$ cat config.mk
export PLATFORM = sky130hd
export DESIGN_NAME = pmcm_top
export DESIGN_NICKNAME = d
export VERILOG_FILES = /design/src/common/pmcm_pkg.sv /design/src/rtl/pmcm_top.sv /design/src/rtl/pmcm_sysclk_div.sv
export SDC_FILE = /design/constraint.sdc
export NUM_CORES = 1
export LEC_CHECK = 0
export BUFFER_PORTS_ARGS = -buffer_cell sky130_fd_sc_hd__buf_2
export CORE_AREA = 3 3 158 114
export CTS_CLUSTER_DIAMETER = 200
export DETAILED_ROUTE_END_ITERATION = 8
export DIE_AREA = 0 0 161 117
export PLACE_DENSITY = 0.61
export SKIP_LAST_GASP = 1
export SLEW_MARGIN = 0
export SYNTH_ARGS = -nofsm -noshare
export SYNTH_HDL_FRONTEND = slang
export SYNTH_SLANG_ARGS = --single-unit
$ cat constraint.sdc
create_clock -name clk -period 6.75 [get_ports clk]
set_input_delay 0 -clock clk [delete_from_list [all_inputs] [get_ports clk]]
set_output_delay 0 -clock clk [all_outputs]
set_load 0.005 [all_outputs]
$ cat src/common/pmcm_pkg.sv
// constants, types and register map of the power-mode and clock manager
package pmcm_pkg;
  localparam int CLK_PERIOD_NS = 10;
  localparam int CNT_W = 12;
  localparam int FAST_SETTLE_NS = 15000;
  localparam int FAST_SETTLE_CYC = (FAST_SETTLE_NS + CLK_PERIOD_NS - 1) / CLK_PERIOD_NS;
  localparam int SLOW_SETTLE_NS = 40000;
  localparam int SLOW_SETTLE_CYC = (SLOW_SETTLE_NS + CLK_PERIOD_NS - 1) / CLK_PERIOD_NS;
  localparam int SLOW_PERIOD_NS = 31250;
  localparam int SLOW_PERIOD_CYC = SLOW_PERIOD_NS / CLK_PERIOD_NS;
  localparam logic [CNT_W-1:0] FAST_LAST = CNT_W'(FAST_SETTLE_CYC - 1);
  localparam logic [CNT_W-1:0] SLOW_LAST = CNT_W'(SLOW_SETTLE_CYC - 1);
  localparam logic [CNT_W-1:0] STICK_LAST = CNT_W'(SLOW_PERIOD_CYC - 1);

  localparam logic [7:0] OFS_SCC = 8'h00;
  localparam logic [7:0] OFS_HOSC = 8'h04;
  localparam logic [7:0] OFS_STATUS = 8'h08;
  localparam logic [7:0] OFS_WAKE = 8'h0c;

  localparam int SCC_SEL_LSB = 5;
  localparam int SCC_FKEEP_BIT = 1;
  localparam int SCC_SKEEP_BIT = 0;
  localparam int HOSC_EN_BIT = 0;
  localparam int HOSC_STABLE_BIT = 1;
  localparam int ST_PDF_BIT = 0;
  localparam int ST_TO_BIT = 1;

  localparam logic [2:0] SCC_SEL_RST = 3'h0;
  localparam logic SCC_FKEEP_RST = 1'b0;
  localparam logic SCC_SKEEP_RST = 1'b0;
  localparam logic HOSC_EN_RST = 1'b1;
  localparam logic [7:0] WAKE_EN_RST = 8'h00;
  localparam logic [2:0] SEL_SLOW = 3'h7;

  typedef enum logic [1:0] {
    PMCM_RUN = 2'b00,
    PMCM_HALT = 2'b01,
    PMCM_WAKE = 2'b10
  } pmcm_state_t;

  typedef enum logic [2:0] {
    MODE_FAST = 3'b000,
    MODE_SLOW = 3'b001,
    MODE_SLEEP = 3'b010,
    MODE_IDLE0 = 3'b011,
    MODE_IDLE1 = 3'b100,
    MODE_IDLE2 = 3'b101
  } pmcm_mode_t;

  typedef struct packed {
    logic halt;
    logic clr_wdt;
    logic wdt_enabled;
    logic wdt_overflow;
    logic stack_full;
  } pmcm_cpu_t;

  typedef struct packed {
    logic [2:0] sel;
    logic fast_ok;
    logic slow_ok;
    logic slow_tick;
    logic run;
  } pmcm_div_ctl_t;
endpackage

$ cat src/rtl/pmcm_top.sv
// power-mode and clock manager: APB registers, halt/wake sequencer, oscillator control
`timescale 1ns/100ps
// Overview of operation
// - enabling fast oscillator clears stable flag, sets it after settling time
// - fast oscillator enable is bit 0, one enables, resets to one
// - fast oscillator control bits 7..2 always read zero
// - select code 111 moves system clock to the slow clock
// - slow switch completes only once slow oscillator is stable
// - select codes 000..110 pick fast clock divided by 1..64
// - halt with both keeps zero enters sleep, system clock stops
// - halt with fast keep 0, slow keep 1 enters idle0
// - halt with both keeps one enters idle1, both oscillators run
// - halt with fast keep 1, slow keep 0 enters idle2
// - halt leaves memory, registers and port states untouched
// - halt sets power-down flag and clears time-out flag
// - halt clears the watchdog counter
// - wake on enabled pin falling edge, interrupt, or watchdog overflow
// - power-down flag cleared on power-up and clear-watchdog
// - watchdog wake sets time-out, resets only program counter and stack
// - pin wake resumes after the halt instruction
// - disabled interrupt or full stack wake resumes after halt
// - enabled interrupt with stack room gets normal interrupt response
// - interrupt already pending at halt does not wake
// - select field is bits 7..5 of clock control, resets zero
// - bit 1 keeps fast, bit 0 keeps slow oscillator in halt, reset zero
module pmcm_top (
  input wire logic clk, // 100 MHz
  input wire logic rst, // async, active high
  input wire logic psel, // APB select
  input wire logic penable, // APB access phase
  input wire logic pwrite, // APB direction
  input wire logic [7:0] paddr, // APB byte address
  input wire logic [31:0] pwdata, // APB write data
  output logic [31:0] prdata, // APB read data
  output logic pready, // APB ready
  output logic pslverr, // APB unmapped address
  input wire pmcm_pkg::pmcm_cpu_t cpu, // cpu events and watchdog status
  input wire logic [7:0] irq_req, // interrupt request flags
  input wire logic [7:0] irq_en, // interrupt enables
  input wire logic [7:0] port_pin, // asynchronous port pins
  output logic sys_clk_en, // system clock enable pulse
  output logic fast_osc_on, // fast internal oscillator running
  output logic slow_osc_on, // slow internal oscillator running
  output logic cpu_run, // CPU may execute
  output pmcm_pkg::pmcm_mode_t power_mode, // current operating mode
  output logic wdt_clear, // pulse: clear watchdog counter
  output logic pc_sp_reset, // pulse: reset program counter and stack pointer
  output logic irq_take, // pulse: perform interrupt response
  output logic resume_next // pulse: continue after halt
);
  import pmcm_pkg::*;

  typedef struct packed {
    pmcm_state_t st;
    pmcm_mode_t mode;
    logic [2:0] sel;
    logic fkeep;
    logic skeep;
    logic hosc_en;
    logic [7:0] wake_en;
    logic power_down_flag;
    logic to;
    logic [CNT_W-1:0] fcnt;
    logic fstable;
    logic [CNT_W-1:0] scnt;
    logic sstable;
    logic [CNT_W-1:0] sdiv;
    logic stick;
    logic [7:0] pin_s1;
    logic [7:0] pin_s2;
    logic [7:0] pin_s3;
    logic [7:0] pin_f;
    logic [7:0] irq_pre;
    logic wk_wdt;
    logic wk_pin;
    logic [7:0] wk_irq;
    logic fast_on;
    logic slow_on;
    logic cpu_run;
    logic wdt_clr;
    logic pcsp_rst;
    logic irq_take;
    logic resume;
    logic pready;
    logic pslverr;
    logic [31:0] prdata;
  } pmcm_regs_t;

  pmcm_regs_t s_q, s_d;
  pmcm_div_ctl_t div_ctl;
  logic div_en;
  logic [2:0] div_sel;
  logic [7:0] agree;
  logic [7:0] pin_fall;
  logic [7:0] irq_new;
  logic wake_any;
  logic src_ok;
  logic acc;

  function automatic logic reg_hit(input logic [7:0] a);
    reg_hit = (a == OFS_SCC) || (a == OFS_HOSC) || (a == OFS_STATUS) || (a == OFS_WAKE);
  endfunction

  function automatic pmcm_mode_t halt_mode(input logic fk, input logic sk);
    unique case ({fk, sk})
      2'b00: halt_mode = MODE_SLEEP;
      2'b01: halt_mode = MODE_IDLE0;
      2'b11: halt_mode = MODE_IDLE1;
      2'b10: halt_mode = MODE_IDLE2;
    endcase
  endfunction

  always_comb begin
    s_d = s_q;
    s_d.wdt_clr = 1'b0;
    s_d.pcsp_rst = 1'b0;
    s_d.irq_take = 1'b0;
    s_d.resume = 1'b0;
    s_d.pready = 1'b0;
    s_d.pslverr = 1'b0;
    acc = psel & penable;

    // pins: a change counts once the second and third stages agree
    s_d.pin_s1 = port_pin;
    s_d.pin_s2 = s_q.pin_s1;
    s_d.pin_s3 = s_q.pin_s2;
    agree = ~(s_q.pin_s2 ^ s_q.pin_s3);
    s_d.pin_f = (s_q.pin_f & ~agree) | (s_q.pin_s3 & agree);
    pin_fall = s_q.pin_f & agree & ~s_q.pin_s3 & s_q.wake_en;

    // slow clock tick, only while the slow oscillator runs
    s_d.stick = 1'b0;
    if (s_q.slow_on) begin
      if (s_q.sdiv == STICK_LAST) begin
        s_d.sdiv = '0;
        s_d.stick = 1'b1;
      end else begin
        s_d.sdiv = s_q.sdiv + CNT_W'(1);
      end
    end

    // settle timers restart from zero each time an oscillator starts
    if (!s_q.fast_on) begin
      s_d.fcnt = '0;
      s_d.fstable = 1'b0;
    end else if (!s_q.fstable) begin
      if (s_q.fcnt == FAST_LAST) begin
        s_d.fstable = 1'b1;
      end else begin
        s_d.fcnt = s_q.fcnt + CNT_W'(1);
      end
    end
    if (!s_q.slow_on) begin
      s_d.scnt = '0;
      s_d.sstable = 1'b0;
    end else if (!s_q.sstable) begin
      if (s_q.scnt == SLOW_LAST) begin
        s_d.sstable = 1'b1;
      end else begin
        s_d.scnt = s_q.scnt + CNT_W'(1);
      end
    end

    // flags: the set is applied last so it wins over a clear
    if (cpu.clr_wdt) begin
      s_d.power_down_flag = 1'b0;
    end

    irq_new = irq_req & ~s_q.irq_pre;
    wake_any = (|pin_fall) | (|irq_new) | cpu.wdt_overflow;
    src_ok = (div_sel == SEL_SLOW) ? s_q.sstable : s_q.fstable;

    unique case (s_q.st)
      PMCM_RUN: begin
        s_d.mode = (div_sel == SEL_SLOW) ? MODE_SLOW : MODE_FAST;
        if (cpu.halt) begin
          // nothing else is touched, so memory, registers and ports hold
          s_d.st = PMCM_HALT;
          s_d.cpu_run = 1'b0;
          s_d.mode = halt_mode(s_q.fkeep, s_q.skeep);
          s_d.power_down_flag = 1'b1;
          s_d.to = 1'b0;
          s_d.wdt_clr = 1'b1;
          s_d.irq_pre = irq_req;
        end
      end
      PMCM_HALT: begin
        // a request that drops while halted is re-armed as a wake source
        s_d.irq_pre = s_q.irq_pre & irq_req;
        if (wake_any) begin
          s_d.st = PMCM_WAKE;
          s_d.wk_wdt = cpu.wdt_overflow;
          s_d.wk_pin = |pin_fall;
          s_d.wk_irq = irq_new;
        end
      end
      PMCM_WAKE: begin
        if (src_ok) begin
          s_d.st = PMCM_RUN;
          s_d.cpu_run = 1'b1;
          s_d.mode = (div_sel == SEL_SLOW) ? MODE_SLOW : MODE_FAST;
          s_d.wk_wdt = 1'b0;
          s_d.wk_pin = 1'b0;
          s_d.wk_irq = 8'h00;
          if (s_q.wk_wdt) begin
            s_d.pcsp_rst = 1'b1;
          end else if ((|(s_q.wk_irq & irq_en)) && !cpu.stack_full) begin
            s_d.irq_take = 1'b1;
          end else if (s_q.wk_pin || (|s_q.wk_irq)) begin
            s_d.resume = 1'b1;
          end
        end
      end
      default: begin
        s_d.st = PMCM_WAKE;
      end
    endcase

    if (cpu.wdt_overflow) begin
      s_d.to = 1'b1;
    end

    // APB: one wait state so that read data comes from a flip-flop
    if (acc && !s_q.pready) begin
      s_d.pready = 1'b1;
      s_d.pslverr = !reg_hit(paddr);
      s_d.prdata = 32'h0000_0000;
      unique case (paddr)
        OFS_SCC: begin
          s_d.prdata[SCC_SEL_LSB +: 3] = s_q.sel;
          s_d.prdata[SCC_FKEEP_BIT] = s_q.fkeep;
          s_d.prdata[SCC_SKEEP_BIT] = s_q.skeep;
        end
        OFS_HOSC: begin
          s_d.prdata[HOSC_STABLE_BIT] = s_q.fstable;
          s_d.prdata[HOSC_EN_BIT] = s_q.hosc_en;
        end
        OFS_STATUS: begin
          s_d.prdata[ST_PDF_BIT] = s_q.power_down_flag;
          s_d.prdata[ST_TO_BIT] = s_q.to;
        end
        OFS_WAKE: s_d.prdata[7:0] = s_q.wake_en;
        default: s_d.prdata = 32'h0000_0000;
      endcase
    end
    if (acc && s_q.pready && pwrite) begin
      unique case (paddr)
        OFS_SCC: begin
          s_d.sel = pwdata[SCC_SEL_LSB +: 3];
          s_d.fkeep = pwdata[SCC_FKEEP_BIT];
          s_d.skeep = pwdata[SCC_SKEEP_BIT];
        end
        OFS_HOSC: s_d.hosc_en = pwdata[HOSC_EN_BIT];
        OFS_WAKE: s_d.wake_en = pwdata[7:0];
        default: s_d.sel = s_q.sel;
      endcase
    end

    // oscillator gating; outside halt the running source and the requested one stay on, in halt the keep bits and the watchdog decide
    if (s_d.st == PMCM_HALT) begin
      s_d.fast_on = s_q.fkeep;
      s_d.slow_on = s_q.skeep | cpu.wdt_enabled;
    end else begin
      s_d.fast_on = s_d.hosc_en | (div_sel != SEL_SLOW) | (s_d.sel != SEL_SLOW);
      s_d.slow_on = 1'b1;
    end
  end

  always_ff @(posedge clk or posedge rst) begin
    if (rst) begin
      s_q <= '0;
      s_q.st <= PMCM_WAKE; // power-up waits for the fast oscillator too
      s_q.mode <= MODE_FAST;
      s_q.sel <= SCC_SEL_RST;
      s_q.fkeep <= SCC_FKEEP_RST;
      s_q.skeep <= SCC_SKEEP_RST;
      s_q.hosc_en <= HOSC_EN_RST;
      s_q.wake_en <= WAKE_EN_RST;
      s_q.power_down_flag <= 1'b0;
      s_q.fast_on <= 1'b1;
      s_q.slow_on <= 1'b1;
    end else begin
      s_q <= s_d;
    end
  end

  assign div_ctl = '{sel: s_q.sel, fast_ok: s_q.fstable & s_q.fast_on,
                     slow_ok: s_q.sstable & s_q.slow_on, slow_tick: s_q.stick,
                     run: s_q.cpu_run};

  pmcm_sysclk_div u_div (
    .clk(clk),
    .rst(rst),
    .ctl(div_ctl),
    .sys_en(div_en),
    .cur_sel(div_sel)
  );

  assign prdata = s_q.prdata;
  assign pready = s_q.pready;
  assign pslverr = s_q.pslverr;
  assign sys_clk_en = div_en;
  assign fast_osc_on = s_q.fast_on;
  assign slow_osc_on = s_q.slow_on;
  assign cpu_run = s_q.cpu_run;
  assign power_mode = s_q.mode;
  assign wdt_clear = s_q.wdt_clr;
  assign pc_sp_reset = s_q.pcsp_rst;
  assign irq_take = s_q.irq_take;
  assign resume_next = s_q.resume;
endmodule

$ cat src/rtl/pmcm_sysclk_div.sv
// system clock enable divider with boundary-only source and ratio switching
`timescale 1ns/100ps
module pmcm_sysclk_div (
  input wire logic clk, // 100 MHz
  input wire logic rst, // async, active high
  input wire pmcm_pkg::pmcm_div_ctl_t ctl, // requested select and source status
  output logic sys_en, // one-cycle system clock enable
  output logic [2:0] cur_sel // select now in force
);
  import pmcm_pkg::*;

  typedef struct packed {
    logic [5:0] cnt;
    logic [2:0] sel;
    logic en;
  } pmcm_div_st_t;

  pmcm_div_st_t s_q, s_d;
  logic src_tick;

  function automatic logic [5:0] div_last(input logic [2:0] sel);
    div_last = (sel == SEL_SLOW) ? 6'h00 : 6'((7'h01 << sel) - 7'h01);
  endfunction

  always_comb begin
    s_d = s_q;
    s_d.en = 1'b0;
    src_tick = (s_q.sel == SEL_SLOW) ? (ctl.slow_tick & ctl.slow_ok) : ctl.fast_ok;
    if (ctl.run && src_tick) begin
      if (s_q.cnt >= div_last(s_q.sel)) begin
        s_d.en = 1'b1;
        s_d.cnt = 6'h00;
        // adopt only at a period end and only onto a settled source
        if (ctl.sel != s_q.sel && ((ctl.sel == SEL_SLOW) ? ctl.slow_ok : ctl.fast_ok)) begin
          s_d.sel = ctl.sel;
        end
      end else begin
        s_d.cnt = s_q.cnt + 6'h01;
      end
    end
  end

  always_ff @(posedge clk or posedge rst) begin
    if (rst) begin
      s_q <= '{cnt: 6'h00, sel: SCC_SEL_RST, en: 1'b0};
    end else begin
      s_q <= s_d;
    end
  end

  assign sys_en = s_q.en;
  assign cur_sel = s_q.sel;
endmodule

# == After elaboration in Yosys (flattened, before gate mapping) ==
# Cells that the tools add are included.
# op_classes
mux,55
shift,1
reduce_logical,35
n_eq_ne,24
n_addsub,5
bitwise,23
order_cmp,1
# op_table
cell,count
$and A8 B8 Y8,8
$mux W13,4
$add A12 B1 Y12 const B,3
$mux W12,3
$mux W34,1
$not A8 Y8,4
$reduce_or A8 Y1,4
$eq A12 B12 Y1 const B,2
$mux W10,2
$pmux W10 S2,1
$mux W1,19
$eq A8 B4 Y1 const B,2
$mux W8,2
$pmux W8 S2,1
$mux W14,1
$mux W2,7
$ne A2 B2 Y1 const B,7
$reduce_and A2 Y1,7
$eq A12 B11 Y1 const B,1
$mux W3,4
$mux W6,2
$pmux W3 S2,2
$pmux W3 S4,1
$mux W5,2
other kinds (24),54
# word_totals
word_cells,180
regBits,137
input_bits,74

# == Logic depth before layout (Yosys ltp) ==
# depth
word_depth,12
mapped_depth,14
mapped_depth_nobuf,13

# == By module ==
# A second synthesis with hierarchy kept.
# hier_totals
hier_cells,601
hier_area_um2,6667.6
# modules_own_cells
mod,n_inst,cells_each,area_per_inst_um2,seq_area_each_um2
pmcm_top,1,520,5864.4,3183.1
pmcm_sysclk_div,1,81,803.3,250.2

# == Worst setup path after synthesis ==
# Ideal clock, no wire load.
# synth_path
kind,flip-flop to flip-flop
from,register u_div.s_q (netlist bit u_div.cur_sel[0])
to,register u_div.s_q (netlist bit u_div.cur_sel[0])
n_path_buf,1
setup_slack_ps,3904
t_arrival_ps,2718
path_stages_with_launch,15
setup_time_ps,128
t_required_ps,6622
path_cell_list,dfrtp_1 > buf_2 > inv_1 > or3_1 > ha_1 > nor2_1 > nand2_1 > a21oi_1 > a21oi_1 > ha_1 > a2111oi_0 > o21ai_0 > o21ai_1 > nor3_4 > mux2_1
# synth_between
elab_chain_len,5
word_cells_on_any_way,10
classes_between,1 x add/sub; 1 x order compare; 2 x eq/ne; 1 x shift; 2 x mux; 3 x reduce/logical
# synth_rtl
item,line,rtl
start: declaration,pmcm_sysclk_div.sv:18,"pmcm_div_st_t s_q, s_d;"
start signal: assignment,pmcm_sysclk_div.sv:45,"s_q <= '{cnt: 6'h00, sel: SCC_SEL_RST, en: 1'b0};"
$shl A1 B3 Y6,pmcm_sysclk_div.sv:22,div_last = (sel == SEL_SLOW) ? 6'h00 : 6'((7'h01 << sel) - 7'h01);
$sub A6 B1 Y6,pmcm_sysclk_div.sv:22,
$mux W6,pmcm_sysclk_div.sv:22,
$ge A6 B6 Y1,pmcm_sysclk_div.sv:30,if (s_q.cnt >= div_last(s_q.sel)) begin
$reduce_and A3 Y1 (no line) *,n/a,
# Mark *: on every way between the ends. The rest lies on a longest branch, timed or not.
# A chain may end at the register's enable or synchronous reset.

# == Worst setup path after layout ==
# Same ends and word-level chain as after synthesis.

==> impl_results.md <==
- Vias in the first global route: 4,617
- Reg clk slew, reported paths: 0.06 ns
- Switching share of power: 0.2974
- Synthesized instance count: 608
- Sequential share of power: 0.449
- Row count: 39
- # IOs: 119
- Postcts setup bufs: 0
- FFs w/ async S/R, synth: 1.000
- Final Slew Violations: 0
- Vias: 4,607
- Synthesized area per cell: 10.90 um2
- Hold Crit Class: input pin to flip-flop
- CTS tree: yes
- GRT Util Overall: 0.1507
- Core Area: 16,400 um2
- Worst Path Required: 7.05 ns
- Antenna Nets Post-Route: 0
- RSZ-0062 raised after global routing: false
- Fin util: 0.4836
- Drt first pass iters: 4
- Pwr/cell area: 308.5 nW/um2
- Root buf cell: clkbuf_16
- Clk buf depth: 2
- Unique masters post-synth: 69
- Worst setup SP type: flip-flop
- Die area: 18,840 um2
- Post-synthesis mux area share: 0.06211
- Remaining DRCs: 0
- FF+latch count, synth: 137
- Final setup viols: 0
- Max Freq: 308.7 MHz
- Reg2Reg Setup Slack: 3.51 ns
- Synthesis Warnings: 0
- Die width: 161 um
- Post-Synth Adder-Cell Area: 0.04229
- Cell internal pwr: 1.718 mW
- Largest net degree at the start of global routing: 81
- Number of port buffers: 70
- Largest family of logic cells by synthesized area: simple AND/OR/NAND/NOR gates
- WP data arrival: 3.54 ns
- Placed Area: 6995 um2
- Final wirelength: 13,620 um
- CP Capture Type: flip-flop
- Hpwl dp: 9289 um
- Dominant synthesized flop cell: dfrtp_1
- Largest fanout on the critical path: 8
- XOR/XNOR Fraction of Synth Area: 0.03832
- Critical path class: flip-flop to flip-flop
- Global-route wire length before repair: 22,840 um
- Clk pwr share: 0.391
- # clock sinks: 137
- Switch Pwr: 0.7274 mW
- Gr ovfl total: 0
- Layout area overhead: 19.63%
- Combinational cell fraction of total power: 0.160
- LEAKAGE: 3.734 nW
- Sequential area share after synthesis: 0.5180
- Final hold viol count: 0
- Maximum VDD drop: 0.0001554 V
- Iteration-0 DRC Markers: 292
- Setup TNS: 0 ns
- Drt wl/cell: 14.50 um
- Relative slew slack: 0.3123
- Simple-gate share of the synthesized area: 0.1778
- Worst slack, placed: 3.594 ns
- Design area: 7929 um2
- Clk Latency, worst-skew pair: 0.43 ns
- Count of flip-flops with a built-in enable after synthesis: 0
- Design Power: 2.446 mW
- Outcome: completed
- Post-synthesis compound-gate area fraction: 0.09081
- Max_cap viols: 0
- Cts repair resizes: 0
- Tmin final: 3.239 ns
- Ant. Diodes: 0
- Die Y: 117 um
- Global placement routability congestion: 0.7828
- Layout cells sized above 1: 0.1947
- Worst Slack Setup Final: 3.511 ns
- CTS H-Tree Depth: 4
- Initial antenna violation count: 0
- Vias/cell: 4.906
- Slew @ Worst Pin: 1.032 ns
- Synthesized area: 6628 um2
- Period utilization: 0.4798
- Clock skew: 0.01548 ns
- CTS Buf Count: 17
- Fin nets: 791
- Initial Util: 0.4042
-- state kept, by name, indices dropped and copies added (netlist names), 3 cells and up, named ones only --
| name | count |
|---|---|
| s_d | 16 |
| power_mode | 3 |
| s_q | 79 |
| prdata | 8 |
| div_ctl | 4 |
| u_div.s_q | 6 |
| u_div.cur_sel | 3 |
-- cells in the mapped netlist, types with 2 or more instances --
master / n / area share
xor2_1: 14 / 0.019
xnor2_1: 15 / 0.020
a41oi_1: 2 / 0.0026
nand2_1: 56 / 0.032
nor2b_1: 17 / 0.016
a31oi_1: 4 / 0.0038
a21oi_1: 17 / 0.013
or3_1: 5 / 0.0047
a22oi_1: 4 / 0.0045
nand4_1: 12 / 0.011
dfrtp_1: 133 / 0.50
inv_1: 25 / 0.014
a32oi_1: 3 / 0.0040
mux2_4: 9 / 0.020
nand2b_1: 10 / 0.0094
o21ai_0: 34 / 0.026
nor2_1: 28 / 0.016
nor4_1: 3 / 0.0028
nand4bb_1: 2 / 0.0034
dfstp_2: 4 / 0.016
mux2_1: 3 / 0.0051
and4_1: 2 / 0.0026
mux4_2: 2 / 0.0068
nor4bb_1: 6 / 0.0091
maj3_1: 8 / 0.012
a22o_1: 3 / 0.0040
or2_2: 3 / 0.0028
nand3b_1: 2 / 0.0023
nor3_1: 7 / 0.0053
a2111oi_0: 2 / 0.0026
ha_1: 16 / 0.030
nand3_1: 15 / 0.011
buf_4: 36 / 0.041
and3_1: 11 / 0.010
buf_2: 7 / 0.0053
nor3b_1: 3 / 0.0034
o21ai_1: 2 / 0.0015
mux2_2: 6 / 0.010
and2_1: 21 / 0.020
mux2i_1: 13 / 0.020
a21boi_0: 3 / 0.0034
o22ai_1: 5 / 0.0047
clkbuf_1: 9 / 0.0051
-- routing by layer --
metal | vias to the layer above | share of wire | track usage
li1 | 2257 | - | -
met1 | 2247 | 0.49 | 0.2054
met2 | 89 | 0.46 | 0.2389
met4 | 0 | 0.0092 | 0.04928
met3 | 14 | 0.042 | 0.03834
met5 | - | 0 | 0
-- cell type report --
type | instances | area (um2)
multi-input combinational | 415 | 2816
tap | 225 | 281.5
clock inverter | 15 | 177.7
fill | 1471 | 8467
clock buffer | 17 | 425.4
inverter | 25 | 98.84
timing repair buffer | 105 | 695.7
sequential | 137 | 3433
-- what timing repair did --
action	4_1_cts	5_1_grt
hold buffers	33	0
endpoints found under the setup margin	0	0
hold endpoints to repair	100	0
-- per-stage QoR --
stage | std cells | hold slack, ns
floorplan | 631 | 0.03143
global placement | 874 | 0.08682
detailed placement | 874 | 0.09117
CTS | 939 | 0.003732
global route | 939 | 0.03310
finish | 939 | 0.02075
-- cell families (layout without fill, tap and decap cells) --
family,count (synthesis),after routing
AOI/OAI and AO/OA,92,92
xor gates and xnor gates,29,29
adders and majority gates,24,24
buffers and inverters,79,162
DFF,137,137
muxes,33,33
other,1,24
and+or+nand+nor,213,213
-- worst paths after layout --
kind / from / to / depth (start not counted)
max: u_div.cur_sel[0] / u_div.cur_sel[0] / 13
min: irq_en[7] / resume_next / 4
max reg2reg: u_div.cur_sel[0] / u_div.cur_sel[0] / 13
min reg2reg: s_d[81] / s_d[73] / 0
max in group asynchronous: rst / s_q[124] / 4
min in group asynchronous: rst / s_d[80] / 3
-- worst max-delay path: stages (launching register included) --
cell and delay [ns]:
dfrtp_1 0.47, inv_1 0.09, or3_1 0.39, ha_1 0.27
nor2_1 0.10, nand2_1 0.06, a21oi_1 0.14, a21oi_1 0.06
ha_1 0.18, a2111oi_0 0.38, o21ai_0 0.14, o21ai_1 0.36
nor3_4 0.13, mux2_1 0.35
-- placed cells by master (no fill, tap or decap), drive strengths merged, types with 5 or more instances in the layout --
| cell | synthesis | layout |
|---|---|---|
| o22ai | 5 | 5 |
| xor2 | 14 | 14 |
| and3 | 11 | 11 |
| nand2 | 56 | 56 |
| a21oi | 17 | 17 |
| buf | 45 | 72 |
| nand4 | 12 | 12 |
| nor4bb | 6 | 6 |
| xnor2 | 15 | 15 |
| inv | 25 | 34 |
| nand2b | 11 | 11 |
| and2 | 23 | 23 |
| mux2i | 13 | 13 |
| maj3 | 8 | 8 |
| dfrtp | 133 | 133 |
| nor2b | 17 | 17 |
| nor2 | 28 | 28 |
| nand3 | 15 | 15 |
| dlygate4sd3 | 0 | 33 |
| ha | 16 | 16 |
| conb | 1 | 24 |
| clkbuf | 9 | 17 |
| nor3 | 8 | 8 |
| o21ai | 37 | 37 |
| or3 | 6 | 6 |
| mux2 | 18 | 18 |
-- power groups by stage --
stage          registers, mW  clock network (mW)  logic (mW)
3_5_place_dp            1.11                   0       0.384
5_1_grt                 1.12                1.02       0.455
3_3_place_gp            1.10                   0       0.364
2_1_floorplan           1.06                   0       0.334
6_report                1.10               0.956       0.392
4_1_cts                 1.10               0.976       0.398
(Power assumes the default switching activity.)
